## src/hw/vref_pkg.sv

```systemverilog
// Shared constants and types for the fixed voltage reference control block.
// Assumes a single 50 MHz clock and an APB master with 32-bit data.
package vref_pkg;

  // Register byte addresses on the APB window.
  localparam logic [11:0] ADDR_CTRL = 12'h000;
  localparam logic [11:0] ADDR_CFG  = 12'h004;
  localparam logic [11:0] ADDR_STAT = 12'h008;

  // Control register field positions.
  localparam int CTRL_READY_BIT = 7;
  localparam int CTRL_EN_BIT    = 6;
  localparam int CTRL_TS_BIT    = 5;
  localparam int CTRL_RNG_BIT   = 4;
  localparam int CTRL_GAIN_LSB  = 0;
  localparam int CTRL_GAP_LSB   = 2;

  // Configuration register field positions.
  localparam int CFG_BOR_LSB = 0;
  localparam int CFG_FAST_BIT = 2;
  localparam int CFG_PS_BIT   = 3;

  // Status register bit positions; the status word mirrors the live demand for debug.
  localparam int STAT_ACTIVE_BIT = 0;
  localparam int STAT_SW_BIT     = 1;
  localparam int STAT_BOR_BIT    = 2;
  localparam int STAT_REG_BIT    = 3;
  localparam int STAT_PS_BIT     = 4;
  localparam int STAT_ROUTE_BIT  = 5;

  // Reset values and the ready flag level, which is always set on this part.
  localparam logic [7:0] CTRL_RESET  = 8'h00;
  localparam logic [3:0] CFG_RESET   = 4'h0;
  localparam logic       READY_LEVEL = 1'b1;

  // Brown-out enable configuration codes that need the reference.
  localparam logic [1:0] BOR_SW_CTRL  = 2'h1;
  localparam logic [1:0] BOR_NO_SLEEP = 2'h2;
  localparam logic [1:0] BOR_ALWAYS   = 2'h3;

  // Reference output gain toward the ADC, in register code order.
  typedef enum logic [1:0] {
    GAIN_OFF,
    GAIN_1X,
    GAIN_2X,
    GAIN_4X
  } vref_gain_t;

  // Software control fields.
  typedef struct packed {
    logic       ref_enable;
    logic       temp_sense_enable;
    logic       temp_range_select;
    vref_gain_t gain;
  } vref_ctrl_t;

  // Brown-out and regulator configuration.
  typedef struct packed {
    logic [1:0] brownout_enable_cfg;
    logic       brownout_fast_start;
    logic       regulator_powersave_select;
  } vref_cfg_t;

  // Reasons for the reference to be on.
  typedef struct packed {
    logic sw;
    logic brownout;
    logic regulator;
  } vref_demand_t;

endpackage : vref_pkg

```

## src/hw/vref_demand.sv

```systemverilog
// Combines every requester of the fixed reference into one demand vector.
// Assumes its inputs are already on the core clock; it holds no state.
module vref_demand (
  input  wire vref_pkg::vref_ctrl_t   ctrl,
  input  wire vref_pkg::vref_cfg_t    cfg,
  input  wire logic                   sleep_mode,
  output      vref_pkg::vref_demand_t demand,
  output      logic                   use_powersave
);

  // Software request follows the enable bit directly.
  assign demand.sw = ctrl.ref_enable;

  // Brown-out detection needs the reference in the always-on mode, or with fast start in the off-in-sleep or software-control modes.
  assign demand.brownout =
      (cfg.brownout_enable_cfg == vref_pkg::BOR_ALWAYS) ||
      ((cfg.brownout_enable_cfg == vref_pkg::BOR_NO_SLEEP) && cfg.brownout_fast_start) ||
      ((cfg.brownout_enable_cfg == vref_pkg::BOR_SW_CTRL) && cfg.brownout_fast_start);

  // The main regulator path leans on the reference only while awake.
  assign demand.regulator = cfg.regulator_powersave_select && !sleep_mode;

  // In sleep the core runs from the power-save regulator.
  assign use_powersave = sleep_mode;

endmodule : vref_demand

```

## src/hw/vref_ctrl.sv

```systemverilog
// Fixed voltage reference control: APB register bank, demand merge and analog controls.
// Assumes a synchronous active-high reset, sleep and ADC channel inputs on the same clock.
// Function
// - The reference is on while the software enable bit is one and off when it is zero, unless forced.
// - Brown-out set always-on, or off-in-sleep with fast start, keeps the reference active.
// - Brown-out under software control with fast start also keeps the reference active.
// - The regulator keeps the reference active when power-save select is one and not in sleep.
// - In sleep the device runs from the power-save regulator instead of the main path.
// - The reference output is routed to its ADC input channel so software can measure it.
// - Control bits from 7 down are ready, enable, temperature enable, range, with gain in 1:0.
// - Control bits 3 and 2 read as zero and ignore writes.
// - The temperature indicator is enabled only while its enable bit is set.
// - Range select one picks the high indicator range, zero the low range.
module vref_ctrl #(
  parameter logic [3:0] ADC_REF_CHANNEL = 4'hF
) (
  input  wire logic              clk,
  input  wire logic              rst,
  input  wire logic              psel,
  input  wire logic              penable,
  input  wire logic              pwrite,
  input  wire logic [11:0]       paddr,
  input  wire logic [31:0]       pwdata,
  input  wire logic [3:0]        pstrb,
  output      logic [31:0]       prdata,
  output      logic              pready,
  output      logic              pslverr,
  input  wire logic              sleep_mode,
  input  wire logic [3:0]        adc_chan_sel,
  output      logic              ref_active,
  output      logic              ref_out_en,
  output      vref_pkg::vref_gain_t ref_gain,
  output      logic              adc_ref_route,
  output      logic              temp_sense_on,
  output      logic              temp_range_high,
  output      logic              powersave_reg_sel
);

  vref_pkg::vref_ctrl_t   ctrl_r;
  vref_pkg::vref_cfg_t    cfg_r;
  vref_pkg::vref_demand_t demand;
  logic                   use_ps;
  logic                   pready_r;
  logic [31:0]            prdata_r;
  logic                   pslverr_r;
  logic [31:0]            rdata_nxt;
  logic                   mapped;
  logic                   wr_done;
  logic                   ref_active_r;
  logic                   ref_out_en_r;
  vref_pkg::vref_gain_t   ref_gain_r;
  logic                   adc_ref_route_r;
  logic                   temp_sense_on_r;
  logic                   temp_range_high_r;
  logic                   powersave_r;

  // Demand merge lives in its own small module so the conditions read in one place.
  vref_demand u_demand (
    .ctrl          (ctrl_r),
    .cfg           (cfg_r),
    .sleep_mode    (sleep_mode),
    .demand        (demand),
    .use_powersave (use_ps)
  );

  // Address decode and read data; unmapped addresses answer with an error and zero data.
  always_comb begin
    mapped    = 1'b1;
    rdata_nxt = 32'h0000_0000;
    unique case (paddr)
      vref_pkg::ADDR_CTRL: begin
        rdata_nxt[vref_pkg::CTRL_READY_BIT]                     = vref_pkg::READY_LEVEL;
        rdata_nxt[vref_pkg::CTRL_EN_BIT]                        = ctrl_r.ref_enable;
        rdata_nxt[vref_pkg::CTRL_TS_BIT]                        = ctrl_r.temp_sense_enable;
        rdata_nxt[vref_pkg::CTRL_RNG_BIT]                       = ctrl_r.temp_range_select;
        rdata_nxt[vref_pkg::CTRL_GAIN_LSB +: 2]                 = ctrl_r.gain;
      end
      vref_pkg::ADDR_CFG: begin
        rdata_nxt[vref_pkg::CFG_BOR_LSB +: 2]        = cfg_r.brownout_enable_cfg;
        rdata_nxt[vref_pkg::CFG_FAST_BIT]            = cfg_r.brownout_fast_start;
        rdata_nxt[vref_pkg::CFG_PS_BIT]              = cfg_r.regulator_powersave_select;
      end
      vref_pkg::ADDR_STAT: begin
        rdata_nxt[vref_pkg::STAT_ACTIVE_BIT] = ref_active_r;
        rdata_nxt[vref_pkg::STAT_SW_BIT]     = demand.sw;
        rdata_nxt[vref_pkg::STAT_BOR_BIT]    = demand.brownout;
        rdata_nxt[vref_pkg::STAT_REG_BIT]    = demand.regulator;
        rdata_nxt[vref_pkg::STAT_PS_BIT]     = powersave_r;
        rdata_nxt[vref_pkg::STAT_ROUTE_BIT]  = adc_ref_route_r;
      end
      default: begin
        mapped = 1'b0;
      end
    endcase
  end

  // A write lands at the edge where the master sees pready high, never earlier.
  assign wr_done = psel && penable && pready_r && pwrite && !pslverr_r;

  // One wait state keeps every bus output on a flip-flop at the cost of a cycle per access.
  always_ff @(posedge clk) begin
    if (rst) begin
      pready_r  <= 1'b0;
      prdata_r  <= 32'h0000_0000;
      pslverr_r <= 1'b0;
    end else if (psel && penable && !pready_r) begin
      pready_r  <= 1'b1;
      prdata_r  <= pwrite ? 32'h0000_0000 : rdata_nxt;
      pslverr_r <= !mapped;
    end else begin
      pready_r  <= 1'b0;
      prdata_r  <= 32'h0000_0000;
      pslverr_r <= 1'b0;
    end
  end

  // Control register; the ready bit and bits 3 and 2 have no storage.
  always_ff @(posedge clk) begin
    if (rst) begin
      ctrl_r <= vref_pkg::vref_ctrl_t'(5'(vref_pkg::CTRL_RESET));
    end else if (wr_done && paddr == vref_pkg::ADDR_CTRL && pstrb[0]) begin
      ctrl_r.ref_enable        <= pwdata[vref_pkg::CTRL_EN_BIT];
      ctrl_r.temp_sense_enable <= pwdata[vref_pkg::CTRL_TS_BIT];
      ctrl_r.temp_range_select <= pwdata[vref_pkg::CTRL_RNG_BIT];
      ctrl_r.gain <= vref_pkg::vref_gain_t'(pwdata[vref_pkg::CTRL_GAIN_LSB +: 2]);
    end
  end

  // Brown-out and regulator configuration register.
  always_ff @(posedge clk) begin
    if (rst) begin
      cfg_r <= vref_pkg::vref_cfg_t'(vref_pkg::CFG_RESET);
    end else if (wr_done && paddr == vref_pkg::ADDR_CFG && pstrb[0]) begin
      cfg_r.brownout_enable_cfg        <= pwdata[vref_pkg::CFG_BOR_LSB +: 2];
      cfg_r.brownout_fast_start        <= pwdata[vref_pkg::CFG_FAST_BIT];
      cfg_r.regulator_powersave_select <= pwdata[vref_pkg::CFG_PS_BIT];
    end
  end

  // Reference power: any requester keeps it on; with none it turns off.
  always_ff @(posedge clk) begin
    if (rst) begin
      ref_active_r <= 1'b0;
      powersave_r  <= 1'b0;
    end else begin
      ref_active_r <= |demand;
      powersave_r  <= use_ps;
    end
  end

  // Output buffer toward the ADC; code zero switches it off even with the reference running.
  always_ff @(posedge clk) begin
    if (rst) begin
      ref_out_en_r    <= 1'b0;
      ref_gain_r      <= vref_pkg::GAIN_OFF;
      adc_ref_route_r <= 1'b0;
    end else begin
      ref_out_en_r    <= (ctrl_r.gain != vref_pkg::GAIN_OFF);
      ref_gain_r      <= ctrl_r.gain;
      adc_ref_route_r <= (adc_chan_sel == ADC_REF_CHANNEL);
    end
  end

  // Temperature indicator bias; cleared enable means zero current in the analog cell.
  always_ff @(posedge clk) begin
    if (rst) begin
      temp_sense_on_r   <= 1'b0;
      temp_range_high_r <= 1'b0;
    end else begin
      temp_sense_on_r   <= ctrl_r.temp_sense_enable;
      temp_range_high_r <= ctrl_r.temp_range_select;
    end
  end

  // Ports driven straight from flip-flops.
  assign prdata            = prdata_r;
  assign pready            = pready_r;
  assign pslverr           = pslverr_r;
  assign ref_active        = ref_active_r;
  assign ref_out_en        = ref_out_en_r;
  assign ref_gain          = ref_gain_r;
  assign adc_ref_route     = adc_ref_route_r;
  assign temp_sense_on     = temp_sense_on_r;
  assign temp_range_high   = temp_range_high_r;
  assign powersave_reg_sel = powersave_r;

  // Software enable alone turns the reference on one cycle later.
  property p_sw_on;
    @(posedge clk) disable iff (rst) ctrl_r.ref_enable |=> ref_active_r;
  endproperty
  a_sw_on: assert property (p_sw_on) else $error("Enable set but reference off.");

  // With no requester at all the reference must be off.
  property p_all_off;
    @(posedge clk) disable iff (rst) (demand == 3'b000) |=> !ref_active_r;
  endproperty
  a_all_off: assert property (p_all_off) else $error("Reference on with no demand.");

  // Brown-out always-on or off-in-sleep with fast start forces the reference.
  property p_bor_force;
    @(posedge clk) disable iff (rst)
      (cfg_r.brownout_enable_cfg == vref_pkg::BOR_ALWAYS ||
       (cfg_r.brownout_enable_cfg == vref_pkg::BOR_NO_SLEEP && cfg_r.brownout_fast_start))
      |=> ref_active_r;
  endproperty
  a_bor_force: assert property (p_bor_force) else $error("Brown-out demand ignored.");

  // Software-controlled brown-out with fast start also forces it.
  property p_bor_sw;
    @(posedge clk) disable iff (rst)
      (cfg_r.brownout_enable_cfg == vref_pkg::BOR_SW_CTRL && cfg_r.brownout_fast_start)
      |=> ref_active_r;
  endproperty
  a_bor_sw: assert property (p_bor_sw) else $error("Fast-start brown-out demand ignored.");

  // Regulator demand holds only while awake.
  property p_reg;
    @(posedge clk) disable iff (rst)
      (cfg_r.regulator_powersave_select && !sleep_mode) |=> ref_active_r;
  endproperty
  a_reg: assert property (p_reg) else $error("Regulator demand ignored.");

  // Sleep selects the power-save regulator in the next cycle.
  property p_sleep_ps;
    @(posedge clk) disable iff (rst) sleep_mode |=> (powersave_reg_sel == $past(sleep_mode));
  endproperty
  a_sleep_ps: assert property (p_sleep_ps) else $error("Sleep without power-save regulator.");

  // The ADC sees the reference exactly when its channel is selected.
  property p_route;
    @(posedge clk) disable iff (rst)
      ##1 adc_ref_route == ($past(adc_chan_sel) == ADC_REF_CHANNEL);
  endproperty
  a_route: assert property (p_route) else $error("ADC reference routing wrong.");

  // A control read returns the documented layout with bits 3 and 2 at zero.
  property p_ctrl_read;
    @(posedge clk) disable iff (rst)
      ($rose(pready_r) && !pwrite && paddr == vref_pkg::ADDR_CTRL)
      |-> (prdata_r[7:0] == {vref_pkg::READY_LEVEL, $past(ctrl_r.ref_enable),
                             $past(ctrl_r.temp_sense_enable), $past(ctrl_r.temp_range_select),
                             2'h0, $past(ctrl_r.gain)});
  endproperty
  a_ctrl_read: assert property (p_ctrl_read) else $error("Control read layout wrong.");

  // Gain code zero keeps the ADC output buffer off; any other code turns it on.
  property p_gain;
    @(posedge clk) disable iff (rst)
      ##1 ref_out_en == ($past(ctrl_r.gain) != vref_pkg::GAIN_OFF);
  endproperty
  a_gain: assert property (p_gain) else $error("Gain output enable wrong.");

  // Indicator enable and range follow their bits one cycle later.
  property p_temp;
    @(posedge clk) disable iff (rst)
      ##1 (temp_sense_on == $past(ctrl_r.temp_sense_enable)) &&
          (temp_range_high == $past(ctrl_r.temp_range_select));
  endproperty
  a_temp: assert property (p_temp) else $error("Temperature indicator control wrong.");

  // Writing a one to the enable bit stores it at the completing edge.
  property p_en_set;
    @(posedge clk) disable iff (rst)
      (wr_done && paddr == vref_pkg::ADDR_CTRL && pstrb[0] && pwdata[vref_pkg::CTRL_EN_BIT])
      |=> ctrl_r.ref_enable;
  endproperty
  a_en_set: assert property (p_en_set) else $error("Enable write lost.");

  // Writing a zero to the enable bit clears it, so only forced demand can keep power on.
  property p_en_clr;
    @(posedge clk) disable iff (rst)
      (wr_done && paddr == vref_pkg::ADDR_CTRL && pstrb[0] && !pwdata[vref_pkg::CTRL_EN_BIT])
      |=> !ctrl_r.ref_enable;
  endproperty
  a_en_clr: assert property (p_en_clr) else $error("Enable clear lost.");

  // Bits 3 and 2 and every bit above the byte read back as zero.
  property p_ctrl_gap;
    @(posedge clk) disable iff (rst)
      (pready_r && !pwrite && paddr == vref_pkg::ADDR_CTRL)
      |-> (prdata_r[vref_pkg::CTRL_GAP_LSB +: 2] == 2'h0) &&
          (prdata_r[31:vref_pkg::CTRL_READY_BIT + 1] == 24'h00_0000);
  endproperty
  a_ctrl_gap: assert property (p_ctrl_gap) else $error("Unused bits not zero.");

  // Waking up hands the core back to the main regulator path one cycle later.
  property p_wake_main;
    @(posedge clk) disable iff (rst) !sleep_mode |=> !powersave_reg_sel;
  endproperty
  a_wake_main: assert property (p_wake_main) else $error("Wake not honoured.");

  // Sleep withdraws the regulator demand, so with no other requester the reference drops.
  property p_reg_sleep;
    @(posedge clk) disable iff (rst)
      (sleep_mode && !demand.sw && !demand.brownout) |=> !ref_active_r;
  endproperty
  a_reg_sleep: assert property (p_reg_sleep) else $error("Held in sleep.");

  // The gain code reaches the output buffer unchanged one cycle later.
  property p_gain_level;
    @(posedge clk) disable iff (rst) ##1 ref_gain == $past(ctrl_r.gain);
  endproperty
  a_gain_level: assert property (p_gain_level) else $error("Gain level wrong.");

  // A cleared indicator enable leaves the analog cell unbiased in the next cycle.
  property p_temp_off;
    @(posedge clk) disable iff (rst) !ctrl_r.temp_sense_enable |=> !temp_sense_on;
  endproperty
  a_temp_off: assert property (p_temp_off) else $error("Indicator left on.");

  // A cleared range bit falls back to the low range, which suits low supply voltages.
  property p_range_low;
    @(posedge clk) disable iff (rst) !ctrl_r.temp_range_select |=> !temp_range_high;
  endproperty
  a_range_low: assert property (p_range_low) else $error("Range left high.");

endmodule : vref_ctrl

```

## config.mk

```make
export PLATFORM = sky130hd
export DESIGN_NAME = vref_ctrl
export DESIGN_NICKNAME = d
export VERILOG_FILES = /design/src/hw/vref_pkg.sv /design/src/hw/vref_demand.sv /design/src/hw/vref_ctrl.sv
export SDC_FILE = /design/constraint.sdc
export NUM_CORES = 1
export LEC_CHECK = 0
export ABC_AREA = 1
export BUFFER_PORTS_ARGS = -buffer_cell sky130_fd_sc_hd__buf_2
export CORE_UTILIZATION = 42
export CTS_CLUSTER_DIAMETER = 40
export CTS_CLUSTER_SIZE = 30
export DETAILED_ROUTE_END_ITERATION = 7
export GPL_TIMING_DRIVEN = 0
export PLACE_DENSITY_LB_ADDON = 0.05
export REMOVE_ABC_BUFFERS = 1
export SLEW_MARGIN = 20
export SYNTH_ARGS = -nofsm -noshare
export SYNTH_HDL_FRONTEND = slang
export SYNTH_SLANG_ARGS = --single-unit
```

## constraint.sdc

```tcl
create_clock -name clk -period 2.6 [get_ports clk]
set_input_delay 0.39 -clock clk [delete_from_list [all_inputs] [get_ports clk]]
set_output_delay 0.39 -clock clk [all_outputs]
set_load 0.05 [all_outputs]
```

# Yosys cells after proc, flatten, opt, wreduce, memory -nomap -nowiden
# Index checks and enable logic that the tools add are counted.
word_totals:
  ff_bits: 51
  input_bits: 58
  out_inout_bits: 42
  elab_cells: 58
classes:
  eq_ne: 6
  muxes: 6
  bitwise_logic: 2
  reduce_logical: 25
op_table:
  columns: ["operator", "count"]
  rows:
  - ["$eq A12 B3 Y1 const B", 1]
  - ["$eq A12 B4 Y1 const B", 1]
  - ["$logic_and A1 B1 Y1", 12]
  - ["$logic_not A12 Y1", 1]
  - ["$reduce_or A3 Y1", 3]
  - ["$pmux W2 S2", 2]
  - ["$pmux W2 S3", 1]
  - ["$eq A2 B2 Y1 const B", 2]
  - ["$eq A4 B4 Y1 const B", 1]
  - ["$logic_not A1 Y1", 4]
  - ["$reduce_or A4 Y1", 1]
  - ["$eq A2 B1 Y1 const B", 1]
  - ["$logic_or A1 B1 Y1", 2]
  - ["$mux W1", 2]
  - ["$mux W2", 1]
  - ["$not A1 Y1", 2]
  - ["$reduce_bool A2 Y1", 1]
  - ["$reduce_or A2 Y1", 1]

# Depth between registers and ports, before layout
logic_depth:
  ltp_word: 6
  mapped_depth: 8
  mapped_depth_nobuf: 7

# By module
# Synthesis repeated with hierarchy kept, for this count alone.
hier_totals:
  hier_cells: 177
  area_unflattened_um2: 1317.5
modules_own_cells:
  columns: ["module", "instances", "cells_per_inst", "area_each_um2", "seq_area_each_um2"]
  rows:
  - ["vref_ctrl", 1, 169, 1278.7, 540.5]
  - ["vref_demand", 1, 8, 38.8, 0.0]

# Worst setup path after synthesis
# No wires, ideal clock.
synth_timing:
  path_type: "register -> register"
  from: "reg pready_r (netlist: pready)"
  to: "reg ctrl_r[0] in the netlist's numbering"
  setup_ps: 114
  t_arrival_ps: 1257
  required_time_ps: 2486
  setup_slack_ps: 1229
  stages_incl_launch_ff: 6
  path_buffers: 0
  period_less_slack_ps: 1371
  path_cell_list: "dfxtp_1 -> nand4_1 -> nor2_2 -> nand3_2 -> nor2_1 -> nor2_1"
synth_via:
  elab_chain_cells: 5
synth_lines:
  columns: ["item", "line", "rtl"]
  rows:
  - ["from (decl)", "vref_ctrl.sv:43", "logic pready_r;"]
  - ["from (signal assigned)", "vref_ctrl.sv:103", "pready_r <= 1'b0;"]
  - ["from (signal assigned)", "vref_ctrl.sv:107", "pready_r <= 1'b1;"]
  - ["from (signal assigned)", "vref_ctrl.sv:111", "pready_r <= 1'b0;"]
  - ["$logic_and A1 B1 Y1 (3 in a row)", "vref_ctrl.sv:98", "assign wr_done = psel && penable && pready_r && pwrite && !pslverr_r;"]
  - ["$logic_and A1 B1 Y1 (2 in a row)", "vref_ctrl.sv:121", "end else if (wr_done && paddr == vref_pkg::ADDR_CTRL && pstrb[0]) begin"]
  - ["to (signal assigned)", "vref_ctrl.sv:120", "ctrl_r <= vref_pkg::vref_ctrl_t'(5'(vref_pkg::CTRL_RESET));"]
  - ["to (decl)", "vref_ctrl.sv:39", "vref_pkg::vref_ctrl_t ctrl_r;"]
# No other way between the ends.
# A chain may end at the register's enable or synchronous reset.

# Final worst setup path
layout_timing:
  from: "reg pready_r (netlist: pready)"
  to: "out pready"
layout_rtl:
  columns: ["item", "line", "rtl"]
  rows:
  - ["to (decl)", "vref_ctrl.sv:26", "output logic pready,"]
# No word-level cell between the ends.

==> summary.md <==
| Metric | Value |
|---|---|
| Outcome | `complete, but fails checks` |
| Failing checks | `DRC` |
| Synth unique cells | `19` |
| Port buffer count | `47` |
| Top cells by area, synth | `dfxtp_1 (41%), buf_4 (14%), nor2_1 (11%)` |
| Synth Area per Inst | `between 7 and 8 um2` |
| Root Driver | `clkbuf_4` |
| Cells after DPL | `~250` |
| Synth Instances | `approximately 180` |
| CTS tree | `built` |
| Post-CTS Hold Buffers | `0` |
| Worst-Skew Late Latency | `approximately 0.32 ns` |
| Top-count cell post-synth | `nor2_1` |
| Synth-to-layout area growth | `14.67%` |
| Area leader, netlist | `dfxtp_1` |
| Starting density of the core | `45.75%` |
| Setup Viol. Count Final | `0` |
| Worst EP arrival | `just under 1 ns` |
| Crit end category | `output port` |
| Vias in the first global route | `885` |
| Layout cells sized above 1 | `30.80%` |
| Worst Reg2Reg Path Length in Cells | `5` |
| # resized after CTS | `0` |
| Met3 GRT Util | `4.241%` |
| Setup_tns | `0 ns` |
| M2 GR Usage | `24.92%` |
| Worst-case clock buffer depth | `2` |
| Met1 Track Usage GR | `18.16%` |
| Antenna diodes | `0` |
| Family with the most delay on the worst path | `flip-flops` |
| Critical path type | `reg -> out` |
| Fmax | `737.4 MHz` |
| Num rows | `19` |
| Setup bufs post-CTS | `0` |
| CP Depth | `1` |
| Initial antenna violation count | `0` |
| WL per Instance | `between 8 and 9 um` |
| Vias post-DR | `roughly 1100` |
| Worst-path cell chain | `buf_2` |
| Area share of the largest cell type after synthesis | `between 40 and 50%` |
| Crit path buffers/inverters | `1` |
| Sink Count | `27` |
| Startpoint type of the worst setup path | `flop` |
| Final Wtd Congestion | `approximately 0.85` |
| Worst hold path type | `in -> reg` |
| Drt via density | `~4.3` |
| Routed Antenna Nets | `0` |
| Fin nets | `283` |
| Peak VDD IR | `0.0003590 V` |
| CTS H-tree depth | `1` |
| Hold path depth | `3` |
| Top_reg_cell synth | `dfxtp_1` |
| GR peak layer | `met2` |
| Initial drt markers | `17` |
| Max cap viols | `0` |
| Clk_skew | `approximately 0.0057 ns` |
| Peak per-stage delay on the critical path | `roughly 0.37 ns` |
| Clock transition at the registers of the reported paths | `between 0.1 and 0.15 ns` |
| Die Ht | `just under 60 um` |
| Synth cell count leaders | `nor2_1 (38), nand2_1 (29), dfxtp_1 (27)` |
| Die Area | `between 3000 and 4000 um2` |
| Worst-path maximum fanout | `3` |
| #FFs+latches synth | `27` |
| Synth warnings | `0` |
| Asr flop ratio synth | `0%` |
| CP Data Required Time | `between 2 and 2.5 ns` |
| Crit path time final | `around 1.4 ns` |
| Post-Layout Cell Count | `roughly 260` |
| RSZ-0062 raised after global routing | `false` |
| Hpwl dp | `approximately 1800 um` |
| Worst path slowest cell | `dfxtp_1` |
| Residual DRC | `6` |
| Die width | `between 50 and 60 um` |
| Area of the core | `~2900 um2` |
| DR pass1 iterations | `6` |
| Power Dens Cells | `roughly 500 nW/um2` |
| Number of flops mapped to enable cells by yosys | `0` |
| Sum of routed wire length over all layers | `~2300 um` |
| Leak | `0.8089 nW` |
| GR Overflow Total | `0` |
| I/O Pins | `100` |
| First-pass GRT wire length | `3705 um` |
| Final cycle utilization of the critical path | `52.16%` |
| Pin count of the biggest net entering global routing | `17` |
| Num CTS Buffers | `3` |
| Util after Layout | `52.46%` |
| Total track usage | `between 10% and 20%` |
| Final Hold Viols | `0` |
| Seq/Total Area, Yosys | `between 40% and 50%` |
| Slew Viols, Final | `0` |
| Post-Syn Area | `between 1000 and 1500 um2` |
==> kinds of logic (layout without fill, tap and decap cells) <==
kind of cell    Yosys count  count (layout)  share of synthesized area [%]
simple gates             93              93                          33.36
other cells               1              24                         0.2874
buf+inv                  47              72                          21.48
flops                    27              27                          41.42
compound gates            8               8                          3.451
==> metal layers <==
layer | up-vias | part of all wire [%]
met1 | 466 | 46
met3 | 2 | 8.4
met2 | 46 | 45
met5 | - | 0
li1 | 579 | -
met4 | 0 | 0.39
==> cell usage in the layout, fill, tap and decap left out <==
cell        synthesis  layout
buf_2               0      47
nor2_1             38      38
nand2_1            29      29
dfxtp_1            27      27
conb_1              1      24
inv_1              20      20
nand3_1             7       7
nand2_2             6       6
nor2_2              4       4
nand3_2             4       4
nor2_4              3       3
a21oi_1             3       3
clkbuf_4            0       3
nand4_1             2       2
o22ai_1             2       2
inv_4               1       1
o21ai_1             1       1
a21boi_1            1       1
o21ai_0             1       1
clkinvlp_4          0       1
==> where the power goes <==
part	internal, mW	switching, mW	total (mW)
registers	0.416	0.00114	0.417
clock network	0.0587	0.121	0.180
logic	0.0223	0.109	0.131
total	0.497	0.231	0.728
==> worst paths after layout <==
path,to,slack (ns),from
max,pready,1.24,pready$_SDFF_PP0_
min,ctrl_r[2]$_SDFFE_PP0P_,0.28,pwdata[4]
max reg2reg,ctrl_r[4]$_SDFFE_PP0P_,1.43,pready$_SDFF_PP0_
min reg2reg,prdata[3]$_SDFF_PP0_,0.46,cfg_r[0]$_SDFFE_PP0P_
==> per-stage QoR <==
step	power [mW]	area [um2]	setup WS [ns]	hold slack, ns
6_report	0.7278	1496	1.244	0.2806
3_5_place_dp	0.5567	1466	1.008	0.4508
2_1_floorplan	0.5266	1192	1.223	0.4282
5_1_grt	0.7600	1496	1.182	0.2659
4_1_cts	0.7346	1496	1.228	0.2761
3_3_place_gp	0.5554	1466	1.046	0.4535
==> registers in the layout (all words and copies together), names as in the netlist, 2 cells and up <==
register	count
prdata	8
ctrl_r	5
cfg_r	4
ref_gain	2
==> final cells by class <==
class,instances,area (um2)
well taps,31,38.79
inverters,21,81.33
clock inverters,1,7.507
fillers,302,1356
multi-input cells,125,570.5
flip-flops and latches,27,540.5
clock buffers,3,22.52
repair buffers,47,235.2
Note: power is estimated with default switching activity, not from simulation.
